[src/common/sampler_pkg.sv]
package sampler_pkg;
   // Clock and time base
   localparam int CLK_PERIOD_NS = 20;
   localparam int TICK_PERIOD_US = 1000;
   localparam int TICK_CYCLES = (TICK_PERIOD_US * 1000) / CLK_PERIOD_NS;

   // Pump timing, in ticks of the time base
   localparam logic [23:0] PUMP_SETTLE_TICKS = 24'h000064;
   localparam logic [23:0] PURGE_BASE_TICKS = 24'h0001F4;
   localparam logic [23:0] PURGE_PER_FOOT_TICKS = 24'h0000C8;

   // Intake line length limits, whole feet
   localparam logic [6:0] LINE_FEET_MIN = 7'h03;
   localparam logic [6:0] LINE_FEET_MAX = 7'h63;

   // Value of counters after reset
   localparam logic [23:0] CNT_RESET = 24'h000000;
   localparam logic [15:0] FLOW_RESET = 16'h0000;
   localparam logic [7:0] EVENT_RESET = 8'h00;
   localparam logic [4:0] BOTTLE_RESET = 5'h00;

   typedef enum logic [3:0] {
      ST_IDLE = 4'b0000,
      ST_WAIT = 4'b0001,
      ST_MOVE = 4'b0010,
      ST_PRE_PURGE = 4'b0011,
      ST_SETTLE_A = 4'b0100,
      ST_FILL = 4'b0101,
      ST_DELIVER = 4'b0110,
      ST_SETTLE_B = 4'b0111,
      ST_POST_PURGE = 4'b1000,
      ST_FINISH = 4'b1001
   } seq_state_t;

   // Purge length grows with the intake line so the whole line is cleared
   function automatic logic [23:0] purgeLen(input logic [6:0] feet);
      purgeLen = PURGE_BASE_TICKS + PURGE_PER_FOOT_TICKS * {17'h00000, feet};
   endfunction
endpackage

[src/sample_cycle_sequencer.sv]
`timescale 1ns/1ps
// Functional notes
// - Trigger event on interval or flow quantity
// - Time pacing: trigger when timer reaches interval
// - Flow pacing: trigger when pulse total equals target
// - First move distributor to assigned bottle
// - Then reverse pump for pre-sample purge
// - Then pump forward until liquid sensed
// - Measure volume from liquid detect until delivered
// - Reverse for post purge, then pump off
// - Restart interval or pulse total, wait again
// - Stop when bottles, count, or float (composite only); show finished
// - Start key begins the stored routine
// - Line length whole feet, 3 to 99
module sample_cycle_sequencer
   import sampler_pkg::*;
#(
   parameter int TICK_DIV = TICK_CYCLES
) (
   input wire logic mclk, // System clock, 50 MHz
   input wire logic rst_n, // Asynchronous reset
   input wire logic startKey, // Start-sampling key, level
   input wire logic paceFlow, // 1 flow pacing, 0 time pacing
   input wire logic composite, // 1 composite, 0 sequential
   input wire logic [23:0] intervalTicks, // Time pacing interval
   input wire logic [15:0] pulseTarget, // Flow pulses per sample
   input wire logic flowPulse, // Flow meter pulse, level
   input wire logic [7:0] bottleCount, // Bottles in the tub
   input wire logic [7:0] sampleTarget, // Composite sample count
   input wire logic [23:0] volumeTicks, // Delivery time after liquid
   input wire logic [6:0] lineFeet, // Intake line length, feet
   input wire logic liquidSense, // Liquid detector
   input wire logic floatStop, // Float shut-off
   input wire logic distReady, // Distributor arrived
   output logic distGo, // Distributor move request, pulse
   output logic [4:0] distBottle, // Target bottle index
   output logic pumpFwd, // Pump forward
   output logic pumpRev, // Pump reverse
   output logic running, // Routine active
   output logic done, // Routine finished
   output logic lineFeetBad // Start refused, bad line length
);

   seq_state_t state;
   seq_state_t next_state;
   logic [31:0] tickDiv;
   logic tickEn;
   logic [23:0] cnt;
   logic [15:0] flowCount;
   logic [7:0] eventCount;
   logic [6:0] feetHeld;
   logic startPrev;
   logic flowPrev;

   ////////////////////////////////////////////////////////////////////////
   // Time base
   assign tickEn = (tickDiv == 32'(TICK_DIV - 1));

   always_ff @(posedge mclk or negedge rst_n) begin
      if (!rst_n) begin
         tickDiv <= 32'h00000000;
      end else if (tickEn) begin
         tickDiv <= 32'h00000000;
      end else begin
         tickDiv <= tickDiv + 32'h00000001;
      end
   end

   ////////////////////////////////////////////////////////////////////////
   // Phase end compare: counts the tick now arriving, so a limit of N ends on the Nth tick
   function automatic logic tickReached(input logic [23:0] count, input logic [23:0] limit);
      tickReached = (count + 24'h000001) >= limit;
   endfunction

   // Decoding of events
   wire startEdge = startKey && !startPrev;
   wire flowEdge = flowPulse && !flowPrev;
   wire lineOk = (lineFeet >= LINE_FEET_MIN) && (lineFeet <= LINE_FEET_MAX);
   wire startOk = startEdge && lineOk;
   wire timeHit = !paceFlow && tickEn && tickReached(cnt, intervalTicks);
   wire flowHit = paceFlow && flowEdge && ((flowCount + 16'h0001) == pulseTarget);
   wire trigger = timeHit || flowHit;
   wire floatHalt = composite && floatStop;
   wire purgeDone = tickEn && tickReached(cnt, purgeLen(feetHeld));
   wire settleDone = tickEn && tickReached(cnt, PUMP_SETTLE_TICKS);
   wire volumeDone = tickEn && tickReached(cnt, volumeTicks);
   wire [7:0] eventLimit = composite ? sampleTarget : bottleCount;
   wire lastEvent = (eventCount + 8'h01) >= eventLimit;

   // Pump direction straight from state, so a settle state always sits between reversals
   assign pumpRev = (state == ST_PRE_PURGE) || (state == ST_POST_PURGE);
   assign pumpFwd = (state == ST_FILL) || (state == ST_DELIVER);
   assign running = (state != ST_IDLE) && (state != ST_FINISH);
   assign done = (state == ST_FINISH);

   ////////////////////////////////////////////////////////////////////////
   // Sequencer
   always_comb begin
      next_state = state;
      unique case (state)
         ST_IDLE, ST_FINISH: begin
            if (startOk) next_state = ST_WAIT;
         end
         ST_WAIT: begin
            if (floatHalt) next_state = ST_FINISH;
            else if (trigger) next_state = ST_MOVE;
         end
         ST_MOVE: begin
            if (distReady) next_state = ST_PRE_PURGE;
         end
         ST_PRE_PURGE: begin
            if (purgeDone) next_state = ST_SETTLE_A;
         end
         ST_SETTLE_A: begin
            if (settleDone) next_state = ST_FILL;
         end
         ST_FILL: begin
            if (liquidSense) next_state = ST_DELIVER;
         end
         ST_DELIVER: begin
            if (volumeDone) next_state = ST_SETTLE_B;
         end
         ST_SETTLE_B: begin
            if (settleDone) next_state = ST_POST_PURGE;
         end
         ST_POST_PURGE: begin
            if (purgeDone) next_state = (lastEvent || floatHalt) ? ST_FINISH : ST_WAIT;
         end
         default: next_state = ST_IDLE;
      endcase
   end

   // State, edge history and the interval counter, cleared on every state change
   always_ff @(posedge mclk or negedge rst_n) begin
      if (!rst_n) begin
         state <= ST_IDLE;
         startPrev <= 1'b0;
         flowPrev <= 1'b0;
         cnt <= CNT_RESET;
      end else begin
         state <= next_state;
         startPrev <= startKey;
         flowPrev <= flowPulse;
         if (next_state != state) cnt <= CNT_RESET;
         else if (tickEn) cnt <= cnt + 24'h000001;
      end
   end

   // Flow pulses count only while waiting; pulses during an event are dropped
   always_ff @(posedge mclk or negedge rst_n) begin
      if (!rst_n) begin
         flowCount <= FLOW_RESET;
      end else if (state != ST_WAIT || next_state != ST_WAIT) begin
         flowCount <= FLOW_RESET;
      end else if (flowEdge) begin
         flowCount <= flowCount + 16'h0001;
      end
   end

   // Event count, bottle selection and the line length captured at start
   always_ff @(posedge mclk or negedge rst_n) begin
      if (!rst_n) begin
         eventCount <= EVENT_RESET;
         distBottle <= BOTTLE_RESET;
         feetHeld <= LINE_FEET_MIN;
         distGo <= 1'b0;
         lineFeetBad <= 1'b0;
      end else begin
         distGo <= (state == ST_WAIT) && (next_state == ST_MOVE);
         if (startEdge && (state == ST_IDLE || state == ST_FINISH)) begin
            lineFeetBad <= !lineOk;
         end
         if (startOk && (state == ST_IDLE || state == ST_FINISH)) begin
            eventCount <= EVENT_RESET;
            distBottle <= BOTTLE_RESET;
            feetHeld <= lineFeet;
         end else if (state == ST_POST_PURGE && purgeDone) begin
            eventCount <= eventCount + 8'h01;
            // Composite stays on the single container
            if (!composite) distBottle <= distBottle + 5'h01;
         end
      end
   end

   ////////////////////////////////////////////////////////////////////////
   // Checks
   property p_trigger_moves;
      @(posedge mclk) disable iff (!rst_n) (state == ST_WAIT && !floatHalt && trigger) |=> (state == ST_MOVE) ##1 (state == ST_MOVE || state == ST_PRE_PURGE);
   endproperty
   a_trigger_moves: assert property (p_trigger_moves) else $error("trigger did not start an event");

   property p_time_pace;
      @(posedge mclk) disable iff (!rst_n) (state == ST_WAIT && !paceFlow && !floatHalt && tickEn && cnt + 24'h000001 >= intervalTicks) |=> distGo;
   endproperty
   a_time_pace: assert property (p_time_pace) else $error("interval expiry missed");

   property p_flow_pace;
      @(posedge mclk) disable iff (!rst_n) (state == ST_WAIT && paceFlow && !floatHalt && flowEdge && flowCount == pulseTarget - 16'h0001) |=> distGo && state == ST_MOVE;
   endproperty
   a_flow_pace: assert property (p_flow_pace) else $error("pulse total match missed");

   property p_move_first;
      @(posedge mclk) disable iff (!rst_n) distGo |-> $past(state) == ST_WAIT && state == ST_MOVE;
   endproperty
   a_move_first: assert property (p_move_first) else $error("distributor request outside event start");

   property p_pre_purge;
      @(posedge mclk) disable iff (!rst_n) (state == ST_MOVE && distReady) |=> pumpRev && !pumpFwd;
   endproperty
   a_pre_purge: assert property (p_pre_purge) else $error("no reverse purge after move");

   property p_fill_fwd;
      @(posedge mclk) disable iff (!rst_n) (state == ST_FILL && !liquidSense) |=> pumpFwd;
   endproperty
   a_fill_fwd: assert property (p_fill_fwd) else $error("pump stopped before liquid");

   property p_measure;
      @(posedge mclk) disable iff (!rst_n) $rose(state == ST_DELIVER) |-> $past(liquidSense) && cnt == CNT_RESET;
   endproperty
   a_measure: assert property (p_measure) else $error("volume started without liquid");

   property p_post_off;
      @(posedge mclk) disable iff (!rst_n) (state == ST_POST_PURGE && purgeDone) |=> !pumpFwd && !pumpRev;
   endproperty
   a_post_off: assert property (p_post_off) else $error("pump left on after post purge");

   property p_restart;
      @(posedge mclk) disable iff (!rst_n) $rose(state == ST_WAIT) |-> cnt == CNT_RESET && flowCount == FLOW_RESET;
   endproperty
   a_restart: assert property (p_restart) else $error("pacing not restarted");

   property p_finish;
      @(posedge mclk) disable iff (!rst_n) (state == ST_WAIT && floatHalt) |=> done && !pumpFwd && !pumpRev;
   endproperty
   a_finish: assert property (p_finish) else $error("float shut-off ignored");

   property p_start;
      @(posedge mclk) disable iff (!rst_n) (state == ST_IDLE && startEdge) |=> (state == ST_WAIT) == !lineFeetBad;
   endproperty
   a_start: assert property (p_start) else $error("start key handling wrong");

   property p_no_reverse_snap;
      @(posedge mclk) disable iff (!rst_n) (pumpFwd && $past(pumpRev)) || (pumpRev && $past(pumpFwd)) || (state == ST_MOVE && (pumpFwd || pumpRev)) |-> 1'b0;
   endproperty
   a_no_reverse_snap: assert property (p_no_reverse_snap) else $error("pump not stopped before reversal");
endmodule

[config.mk]
export PLATFORM = sky130hd
export DESIGN_NAME = sample_cycle_sequencer
export DESIGN_NICKNAME = d
export VERILOG_FILES = /design/src/common/sampler_pkg.sv /design/src/sample_cycle_sequencer.sv
export SDC_FILE = /design/constraint.sdc
export NUM_CORES = 1
export LEC_CHECK = 0
export BUFFER_PORTS_ARGS = -buffer_cell sky130_fd_sc_hd__buf_2
export CAP_MARGIN = 40
export CORE_ASPECT_RATIO = 1.5
export CORE_MARGIN = 4
export CORE_UTILIZATION = 40
export DETAILED_ROUTE_END_ITERATION = 10
export HOLD_SLACK_MARGIN = 0.02
export PLACE_DENSITY = 0.54
export SYNTH_ARGS = -nofsm -noshare
export SYNTH_HDL_FRONTEND = slang
export SYNTH_SLANG_ARGS = --single-unit
[constraint.sdc]
create_clock -name mclk -period 6.45 [get_ports mclk]
set_input_delay 0.645 -clock mclk [delete_from_list [all_inputs] [get_ports mclk]]
set_output_delay 0.645 -clock mclk [all_outputs]
set_load 0.05 [all_outputs]
Yosys cells after proc, flatten, opt, wreduce, memory -nomap -nowiden

Index checks and enable logic that the tools add are counted.

Bits of input ports: 96
Word-level logic and storage cells: 99
Register bits after elaboration: 100
Output and inout port bits: 11

Muxes and demuxes: 23
Multiply operators: 1
Add/sub/neg operators: 6
Reduce and logical (&&, ||, !) cells: 34
Order comparisons: 7
Equal/unequal tests: 17

Operator list:

| cell                  | number |
|---|---|
| $ge 24x24->1          | 2 |
| $mux 24               | 2 |
| $mux 4                | 11 |
| $pmux 4 s9            | 1 |
| $add 32x1->32 const B | 1 |
| $eq 32x16->1 const B  | 1 |
| $mux 16               | 2 |
| $mux 32               | 1 |
| $add 24x1->24 const B | 1 |
| $ge 24x16->1          | 1 |
| $ge 24x7->1 const B   | 1 |
| $mux 8                | 3 |
| $logic_and 1x1->1     | 17 |
| $add 16x1->16 const B | 1 |
| $add 9x15->16 const A | 1 |
| $eq 16x16->1          | 1 |
| $eq 4x3->1 const B    | 4 |
| $mux 5                | 3 |
| $eq 4x2->1 const B    | 3 |
| $mul 5x7->12 const A  | 1 |
| $add 8x1->8 const B   | 1 |
| $eq 4x4->1 const B    | 2 |
| $ge 8x8->1            | 1 |
| $ne 4x1->1 const B    | 2 |
| 14 further kinds      | 24 |

Logic depth before layout (Yosys ltp)

Gate-level depths: netlist of run 1.

Depth in word-level cells: 11
Gate-level depth with buffers: 27
Mapped depth without buffers: 25

Worst setup path before layout of run 1

Ideal clock, no wire load.

Kind: reg2reg
Start: register feetHeld[1]
End: register cnt[0]
Setup time: 0.151 ns
Stages on the path, launching flop included: 24
Data required time: 6.299 ns
Path buffers: 2
Period minus slack after synthesis: 5.390 ns
Path slack: 1.060 ns
Arrival time: 5.239 ns
Cells stage by stage: dfstp_2 inv_1 ha_1 ha_1 ha_1 inv_1 fa_1 inv_1 a21oi_1 o21bai_1 xor2_1 and3_1 xnor2_1 ha_1 and3_1 a221o_1 a221oi_1 nor3b_1 a41oi_1 buf_2 a211o_1 o2111ai_2 buf_2 a211oi_2

Cells in the longest elaborated chain, start to end: 8
Elaborated cells on any way between the ends: 10
Those cells by class: add/sub (1); mul (1); order compare (1); eq/ne (1); mux (4); reduce/logical (2)

RTL lines:

| element                                      | line                                                         | RTL |
|---|---|---|
| start: declaration                           | sample_cycle_sequencer.sv:51                                 | `logic [6:0] feetHeld;` |
| start signal: assignment                     | sample_cycle_sequencer.sv:176                                | `feetHeld <= lineFeet;` |
| $mul 5x7->12 *                               | sampler_pkg.sv:37                                            | `purgeLen = PURGE_BASE_TICKS + PURGE_PER_FOOT_TICKS * {17'h00000, feet};` |
| $add 9x15->16 *                              | sampler_pkg.sv:37                                            |  |
| $ge 24x16->1 *                               | sample_cycle_sequencer.sv:72                                 | `tickReached = (count + 24'h000001) >= limit;` |
| $logic_and 1x1->1 *                          | sample_cycle_sequencer.sv:84                                 | `wire purgeDone = tickEn && tickReached(cnt, purgeLen(feetHeld));` |
| $mux 4 (on tied branches)                    | sample_cycle_sequencer.sv:127, sample_cycle_sequencer.sv:112 |  |
| $pmux 4 s9 *                                 | sample_cycle_sequencer.sv:100                                | `unique case (state)` |
| $ne 4x4->1 *                                 | sample_cycle_sequencer.sv:144                                | `if (next_state != state) cnt <= CNT_RESET;` |
| $mux 24 or $reduce_bool 2->1 (tied branches) | n/a                                                          |  |
| end signal: assignment                       | sample_cycle_sequencer.sv:145                                | `else if (tickEn) cnt <= cnt + 24'h000001;` |
| end: declaration                             | sample_cycle_sequencer.sv:48                                 | `logic [23:0] cnt;` |

Every way passes the cells marked *; elsewhere a longest branch is shown, timed or not.
A chain may end at the register's enable or synchronous reset.

Worst setup path in the final report of run 1

Start: register feetHeld[1]
End: register cnt[17]

Same word-level chain as after synthesis.

==> results of run 1 <==
layout make-up:
| class | count | area, um2 |
|---|---|---|
| fill | 2160 | 11900 |
| multi-input combinational | 783 | 5820 |
| sequential | 100 | 2500 |
| timing repair buffer | 115 | 621 |
| tap | 272 | 340 |
| inverter | 65 | 244 |
| clock buffer | 11 | 233 |
| clock inverter | 5 | 85.1 |
| antenna | 1 | 2.50 |
state kept, by name, summed over array words and instances (netlist names):
register and cells:
tickDiv 32, cnt 24, flowCount 16, eventCount 8
feetHeld 7, distBottle 5, state 4, distGo 1
flowPrev 1, lineFeetBad 1, startPrev 1
critical path, stage by stage, from the launching register on:
cell      delay, ns
dfstp_2        0.58
inv_1          0.07
ha_1           0.31
ha_1           0.31
ha_1           0.30
inv_1          0.06
fa_1           0.45
inv_1          0.07
a21oi_1        0.06
o21bai_1       0.19
xor2_1         0.26
and3_1         0.23
xnor2_1        0.13
ha_1           0.26
and3_1         0.17
a221o_1        0.29
a221oi_1       0.29
nor3b_1        0.34
a41oi_1        0.27
a22o_1         0.25
or4_4          0.68
a211oi_1       0.29
per-stage QoR:
step | std cells | power, mW | cell area [um2] | utilization | worst slack (ns)
floorplan | 996 | 2.04 | 8830 | - | 1.06
global placement | 1334 | 2.36 | 9500 | 0.438 | 0.574
detailed placement | 1335 | 2.39 | 9530 | 0.439 | 0.474
CTS | 1351 | 2.98 | 9850 | 0.454 | 0.429
global route | 1352 | 3.20 | 9850 | 0.454 | 0.0612
finish | 1352 | 2.93 | 9850 | 0.454 | 0.495
cells by family (layout without fill, tap and decap cells):
family | count (synthesis) | count (layout)
AOI/OAI and AO/OA | 156 | 156
adders and majority gates | 104 | 104
DFF | 100 | 100
other | 0 | 1
buffers and inverters | 113 | 196
muxes | 12 | 12
xor gates and xnor gates | 142 | 142
and+or+nand+nor | 369 | 369
synthesized netlist by cell type (all sizes together) (26+ instances only):
master	count	share of area
a211oi	36	0.042
a21oi	31	0.018
and3	26	0.019
dfrtp	98	0.28
ha	102	0.14
inv	64	0.027
nand2	83	0.036
nand3	45	0.026
nand4	38	0.029
nor2	79	0.034
o21ai	26	0.015
xnor2	88	0.087
xor2	54	0.054
cells in the final DEF (no fill, tap or decap), types with 3 or more instances in the layout:
master	synthesis	routed
nor3b_1	4	4
a2111oi_0	5	5
o21bai_1	3	3
a211oi_1	16	16
buf_4	7	9
and3_1	25	25
dfrtp_1	98	98
nand2_1	82	82
and2_1	11	11
clkbuf_16	0	9
o21ai_0	26	26
nor4_1	17	16
a31oi_1	7	7
xor2_1	54	54
a211oi_2	20	20
or4_1	5	5
xnor2_1	88	88
nor2b_1	5	5
o31ai_1	3	3
ha_1	102	102
a21o_1	18	18
and4_1	14	14
mux2i_1	11	11
a21oi_1	31	31
nand4_1	36	36
inv_1	64	64
nand2b_1	8	8
nor2_1	79	79
nand3_1	45	45
nand3b_1	3	3
nor3_1	16	16
buf_2	14	105
or2_2	3	3
o2111ai_1	3	3
final timing paths:
kind	start	to	slack (ns)	depth (start not counted)
worst max-delay path	feetHeld[1]$_DFFE_PN1P_	cnt[17]$_DFFE_PN0P_	0.49	21
min in group mclk	flowPulse	flowPrev$_DFF_PN0_	0.42	1
worst max register to register	feetHeld[1]$_DFFE_PN1P_	cnt[17]$_DFFE_PN0P_	0.49	21
worst min-delay path	rst_n	tickDiv[30]$_DFF_PN0_	0.28	1
max in group asynchronous	rst_n	eventCount[3]$_DFFE_PN0P_	4.97	2
worst min register to register	tickDiv[0]$_DFF_PN0_	tickDiv[0]$_DFF_PN0_	0.46	1
power by group:
group          switching (mW)  internal (mW)
Sequential             0.0615          0.669
Combinational           0.962          0.657
Clock                   0.237          0.343
routing by layer:
metal / GRT usage / part of all wire / wire length (um)
met1: 0.217 / 0.42 / 9310
met2: 0.335 / 0.52 / 11600
met3: 0.0205 / 0.034 / 764
met4: 0.0622 / 0.026 / 582
met5: 0 / 0.00031 / 7
==> metrics.md, run 1 <==
| Metric | Value |
|---|---|
| Status | `complete, no violations` |
| Peak supply drop | `0.299 mV` |
| Via Count | `between 7k and 8k` |
| Layout cells sized above 1 | `0.155` |
| Synth-to-layout area growth | `11.6%` |
| Dpl hpwl | `around 18,000 um` |
| Clock Tree Root | `clkbuf_16` |
| Post-synthesis mux area share | `0.0137` |
| Max-slew violation count | `0` |
| Post-CTS Setup Inserts | `0` |
| Largest family of logic cells by synthesized area | `simple AND/OR/NAND/NOR gates` |
| GRT overflow | `0` |
| Max Clock Skew | `between 0.006 and 0.007 ns` |
| Avg WL per Cell | `around 16 um` |
| First-pass GRT wire length | `approximately 36,000 um` |
| Fmax | `168 MHz` |
| Die Span Y | `between 150 and 200 um` |
| Initial Utilization | `0.406` |
| Die width | `approximately 130 um` |
| Final Hold Violating Endpoints | `0` |
| Synth Area in Compound Gates | `0.134` |
| DR pass1 iterations | `4` |
| Xor/xnor share of the synthesized area | `0.141` |
| Async SR Flop Fraction | `1.00` |
| Clock transition at path regs | `about 0.070 ns` |
| Minimum hold slack | `~0.28 ns` |
| Finish-stage setup viols | `0` |
| Cts hold-fix bufs | `0` |
| TritonCTS buffer count | `9` |
| Maximum clock path buffer count | `2` |
| Drt initial violations | `244` |
| Post-Syn Nets | `~1.2k` |
| Count of warnings emitted by yosys | `0` |
| Initial antenna violation count | `2` |
| Routed Antenna Nets | `0` |
| IO Pins | `107` |
| WP data required | `around 6.7 ns` |
| Sequential share of the synthesized area | `0.284` |
| Post-synth EDFFs | `0` |
| PwrDens | `around 300 nW/um2` |
| Crit path launch type | `flip-flop` |
| Worst Path Arrival | `6.20 ns` |
| Syn Area/Cell | `~8.9 um2` |
| Least-Margin Pin Slew | `approximately 0.76 ns` |
| Max_cap viols | `0` |
| Nets | `1,274` |
| Port bufs | `between 100 and 150` |
| Post-synthesis register bit count | `100` |
| CP max FO | `24` |
| Synthesized area | `between 8000 and 9000 um2` |
| Htree depth | `3` |
| Relative slew slack | `0.491` |
| Largest net degree at the start of global routing | `just under 60` |
| Worst setup path category | `reg2reg` |
| Clk sinks | `100` |
| Leak Pwr | `approximately 4.8 nW` |
| Final worst path period share | `0.923` |
| Setup crit end kind | `flip-flop` |
| PostCTS Resize Cnt | `0` |
| DRC | `0` |
| Setup TNS | `0 ns` |
| Rows | `66` |
| GR Util All Layers | `0.182` |
| Hold WC Path Type | `in2async` |
| RSZ-0062 raised after global routing | `no` |
| Die ar. | `between 20,000 and 25,000 um2` |
| Synth Area in Adders | `0.149` |
| Most used flip-flop cell after synthesis | `dfrtp_1` |
| Via/cell ratio | `around 5.3` |
| TritonCTS clock tree | `yes` |
| Synth Area in Simple Gates | `0.221` |
| Vias in the first global route | `a little over 7k` |
| Placer Congestion | `between 0.8 and 0.9` |
| Post-synthesis cell count | `between 900 and 1k` |
| Core Area | `roughly 22,000 um2` |
| Routed wire length | `~22,000 um` |
| Clk_lat worst skew | `around 0.34 ns` |
| Clock period minus final worst setup slack | `5.96 ns` |
| Synth cell types | `71` |
Note: power is estimated with default switching activity, not from simulation.
==> run 2: changes to the inputs <==
==> constraint.sdc (replaced) <==
create_clock -name mclk -period 6.4 [get_ports mclk]
set_input_delay 0.64 -clock mclk [delete_from_list [all_inputs] [get_ports mclk]]
set_output_delay 0.64 -clock mclk [all_outputs]
set_load 0.05 [all_outputs]
==> run 2 against run 1 <==
Net effect:
- flip-flop and latch count did not move
- critical path type unchanged
- sequential power rose by 0.8%
- fmax rose by 2.5%
- worst setup slack improved by 0.093 ns
==> metrics.md, run 2 (synthesis gave the netlist of run 1 again) <==
| Metric | Value |
|---|---|
| Status | `complete, no violations` |
| Commonest non-fill, non-tap cell in the layout | `buf_2` |
| Routed wire length | `22,300 um (+0.13%)` |
| Clk_lat worst skew | `0.35 ns (about the same)` |
| Vias in the first global route | `7,284 (+0.82%)` |
| Setup TNS | `0 ns (unchanged)` |
| Setup crit end kind | `flip-flop` |
| Core Area | `21,700 um2 (unchanged)` |
| TritonCTS buffer count | `9 (unchanged)` |
| Largest Register | `tickDiv` |
| Slowest CP cell | `or4_4` |
| R2R depth | `21 (unchanged)` |
| CP Cell Sequence | `inv_1, ha_1, ha_1, ha_1, inv_1, fa_1, inv_1, a21oi_1, o21bai_1, xor2_1, and3_1, xnor2_1, ha_1, and3_1, a221o_1, a221oi_1, nor3b_2, a41oi_1, a22o_1, or4_4, a211oi_1` |
| Die ar. | `24,600 um2 (unchanged)` |
| Drt initial violations | `273 (+12%)` |
| Synth-to-layout area growth | `11.6% (about the same)` |
| Via Count | `7,333 (+1.7%)` |
| Worst r2r dst | `cnt[16]$_DFFE_PN0P_` |
| RSZ-0062 raised after global routing | `no` |
| Dpl hpwl | `17,700 um (about the same)` |
| Max-slew violation count | `0 (unchanged)` |
| Placer Congestion | `0.833 (-1.1%)` |
| Layout cells sized above 1 | `0.156 (+0.00107)` |
| CP peak stage delay | `0.68 ns (about the same)` |
| Die width | `129 um (unchanged)` |
| Die Span Y | `190 um (unchanged)` |
| Maximum clock path buffer count | `2 (unchanged)` |
| Cts hold-fix bufs | `0 (unchanged)` |
| Initial antenna violation count | `0 (-2)` |
| Peak supply drop | `0.268 mV (-10%)` |
| Flop pwr share | `0.249 (about the same)` |
| First-pass GRT wire length | `36,400 um (+0.29%)` |
| Relative slew slack | `0.490 (-0.000668)` |
| Routed Antenna Nets | `0 (unchanged)` |
| GR Util All Layers | `0.184 (+0.00168)` |
| Fmax | `172 MHz (+2.5%)` |
| DRC | `0 (unchanged)` |
| Combinational fraction of design power | `0.554 (about the same)` |
| TritonCTS clock tree | `yes` |
| WP data required | `6.66 ns (-0.04 ns)` |
| Sw frac | `0.430 (about the same)` |
| PostCTS Resize Cnt | `0 (unchanged)` |
| Via/cell ratio | `5.43 (+1.8%)` |
| Avg WL per Cell | `16.5 um (+0.21%)` |
| Clock Tree Root | `clkbuf_16` |
| Final core utilization | `0.454 (about the same)` |
| Port bufs | `106 (unchanged)` |
| Hold WC Path Type | `in2async` |
| Number of flip-flops in the largest register | `32 (unchanged)` |
| Htree depth | `3 (unchanged)` |
| Nets | `1,274 (unchanged)` |
| Filler instances | `2,160 (unchanged)` |
| Critical Path End | `cnt[16]$_DFFE_PN0P_` |
| CP max FO | `24 (unchanged)` |
| Launch point of the worst reg-to-reg path | `feetHeld[1]$_DFFE_PN1P_` |
| Clk network pwr share | `0.197 (about the same)` |
| Post-CTS Setup Inserts | `0 (unchanged)` |
| Least-Margin Pin Slew | `0.765 ns (+0.00100 ns)` |
| GRT overflow | `0 (unchanged)` |
| IO Pins | `107 (unchanged)` |
| DR pass1 iterations | `4 (unchanged)` |
| Initial Utilization | `0.406 (unchanged)` |
| Crit path launch type | `flip-flop` |
| Int Pwr | `1.68 mW (+0.82%)` |
| P_sw | `1.27 mW (+0.78%)` |
| CP most frequent cell | `ha_1` |
| Clock period minus final worst setup slack | `5.81 ns (-0.143 ns)` |
| FF-to-FF setup slack | `0.59 ns (+0.09 ns)` |
| Worst Path Arrival | `6.07 ns (-0.13 ns)` |
| Final worst path period share | `0.908 (-0.0151)` |
| Clock transition at path regs | `0.07 ns (about the same)` |
| Biggest regs | `tickDiv (32), cnt (24), flowCount (16)` |
| Final Hold Violating Endpoints | `0 (unchanged)` |
| Worst setup path category | `reg2reg` |
| Largest net degree at the start of global routing | `59 (unchanged)` |
| Finish-stage setup viols | `0 (unchanged)` |
| Max_cap viols | `0 (unchanged)` |
| Rows | `66 (unchanged)` |
| Most frequent cells in the layout | `buf_2, ha_1, dfrtp_1` |
| PwrDens | `300 nW/um2 (+0.79%)` |
| Clk sinks | `100 (unchanged)` |
| Leak Pwr | `4.80 nW (about the same)` |
| Max Clock Skew | `0.00818 ns (+0.00150 ns)` |
| CP startpoint | `feetHeld[1]$_DFFE_PN1P_` |
## run 2: cell types whose count changed in the layout (fill, tap and decap cells not counted)
cell      change
nor3b_2       +1
nor3b_1       -1
clkbuf_1      -1
## run 2: critical path: cells and delay by family (launching register included)
kind                       cells  cell delay [ns]
DFF                            1             0.57
buffers and inverters          3             0.19
xor gates and xnor gates       2             0.38
and+or+nand+nor                4             1.36
adders and majority gates      5             1.64
AOI/OAI and AO/OA              7             1.57
## run 2: power by group through the flow
stage	clock network (mW)	registers, mW	logic, mW
2_1_floorplan	0	0.735	1.32
3_3_place_gp	0	0.748	1.63
3_5_place_dp	0	0.749	1.66
4_1_cts	0.599	0.738	1.67
5_1_grt	0.623	0.745	1.83
6_report	0.581	0.737	1.64
## run 2: how the worst min path moves through the flow
stage	slack [ns]	endpoint	cells after the start
floorplan	0.34	cnt[0]$_DFFE_PN0P_	0
global placement	0.45	tickDiv[0]$_DFF_PN0_	1
detailed placement	0.45	tickDiv[0]$_DFF_PN0_	1
CTS	0.30	tickDiv[22]$_DFF_PN0_	1
global route	0.32	tickDiv[22]$_DFF_PN0_	1
finish	0.28	tickDiv[2]$_DFF_PN0_	1
## run 2: routing by layer
metal,wire length (um),vias up,GRT usage
met4,332,0,0.0521
met5,0,-,0
met1,9460,3495,0.222
li1,-,3705,-
met2,11800,113,0.340
met3,713,20,0.0194
## run 2: per-stage QoR
step	power (mW)	worst slack [ns]	hold slack (ns)	instances	instance area, um2
finish	2.95	0.588	0.278	1351	9850
global route	3.20	0.0663	0.322	1350	9850
CTS	3.00	0.413	0.295	1350	9850
global placement	2.37	0.523	0.448	1334	9500
floorplan	2.05	1.01	0.344	996	8830
detailed placement	2.41	0.441	0.449	1335	9530
## run 2: layout make-up
class	instances	area (um2)	area share
Multi-Input combinational cell	783	5830	0.591
Sequential cell	100	2500	0.254
Timing Repair Buffer	115	621	0.0630
Tap cell	272	340	0.0345
Inverter	65	244	0.0248
Clock buffer	10	229	0.0232
Clock inverter	5	85.1	0.00863
Antenna cell	1	2.50	0.000254
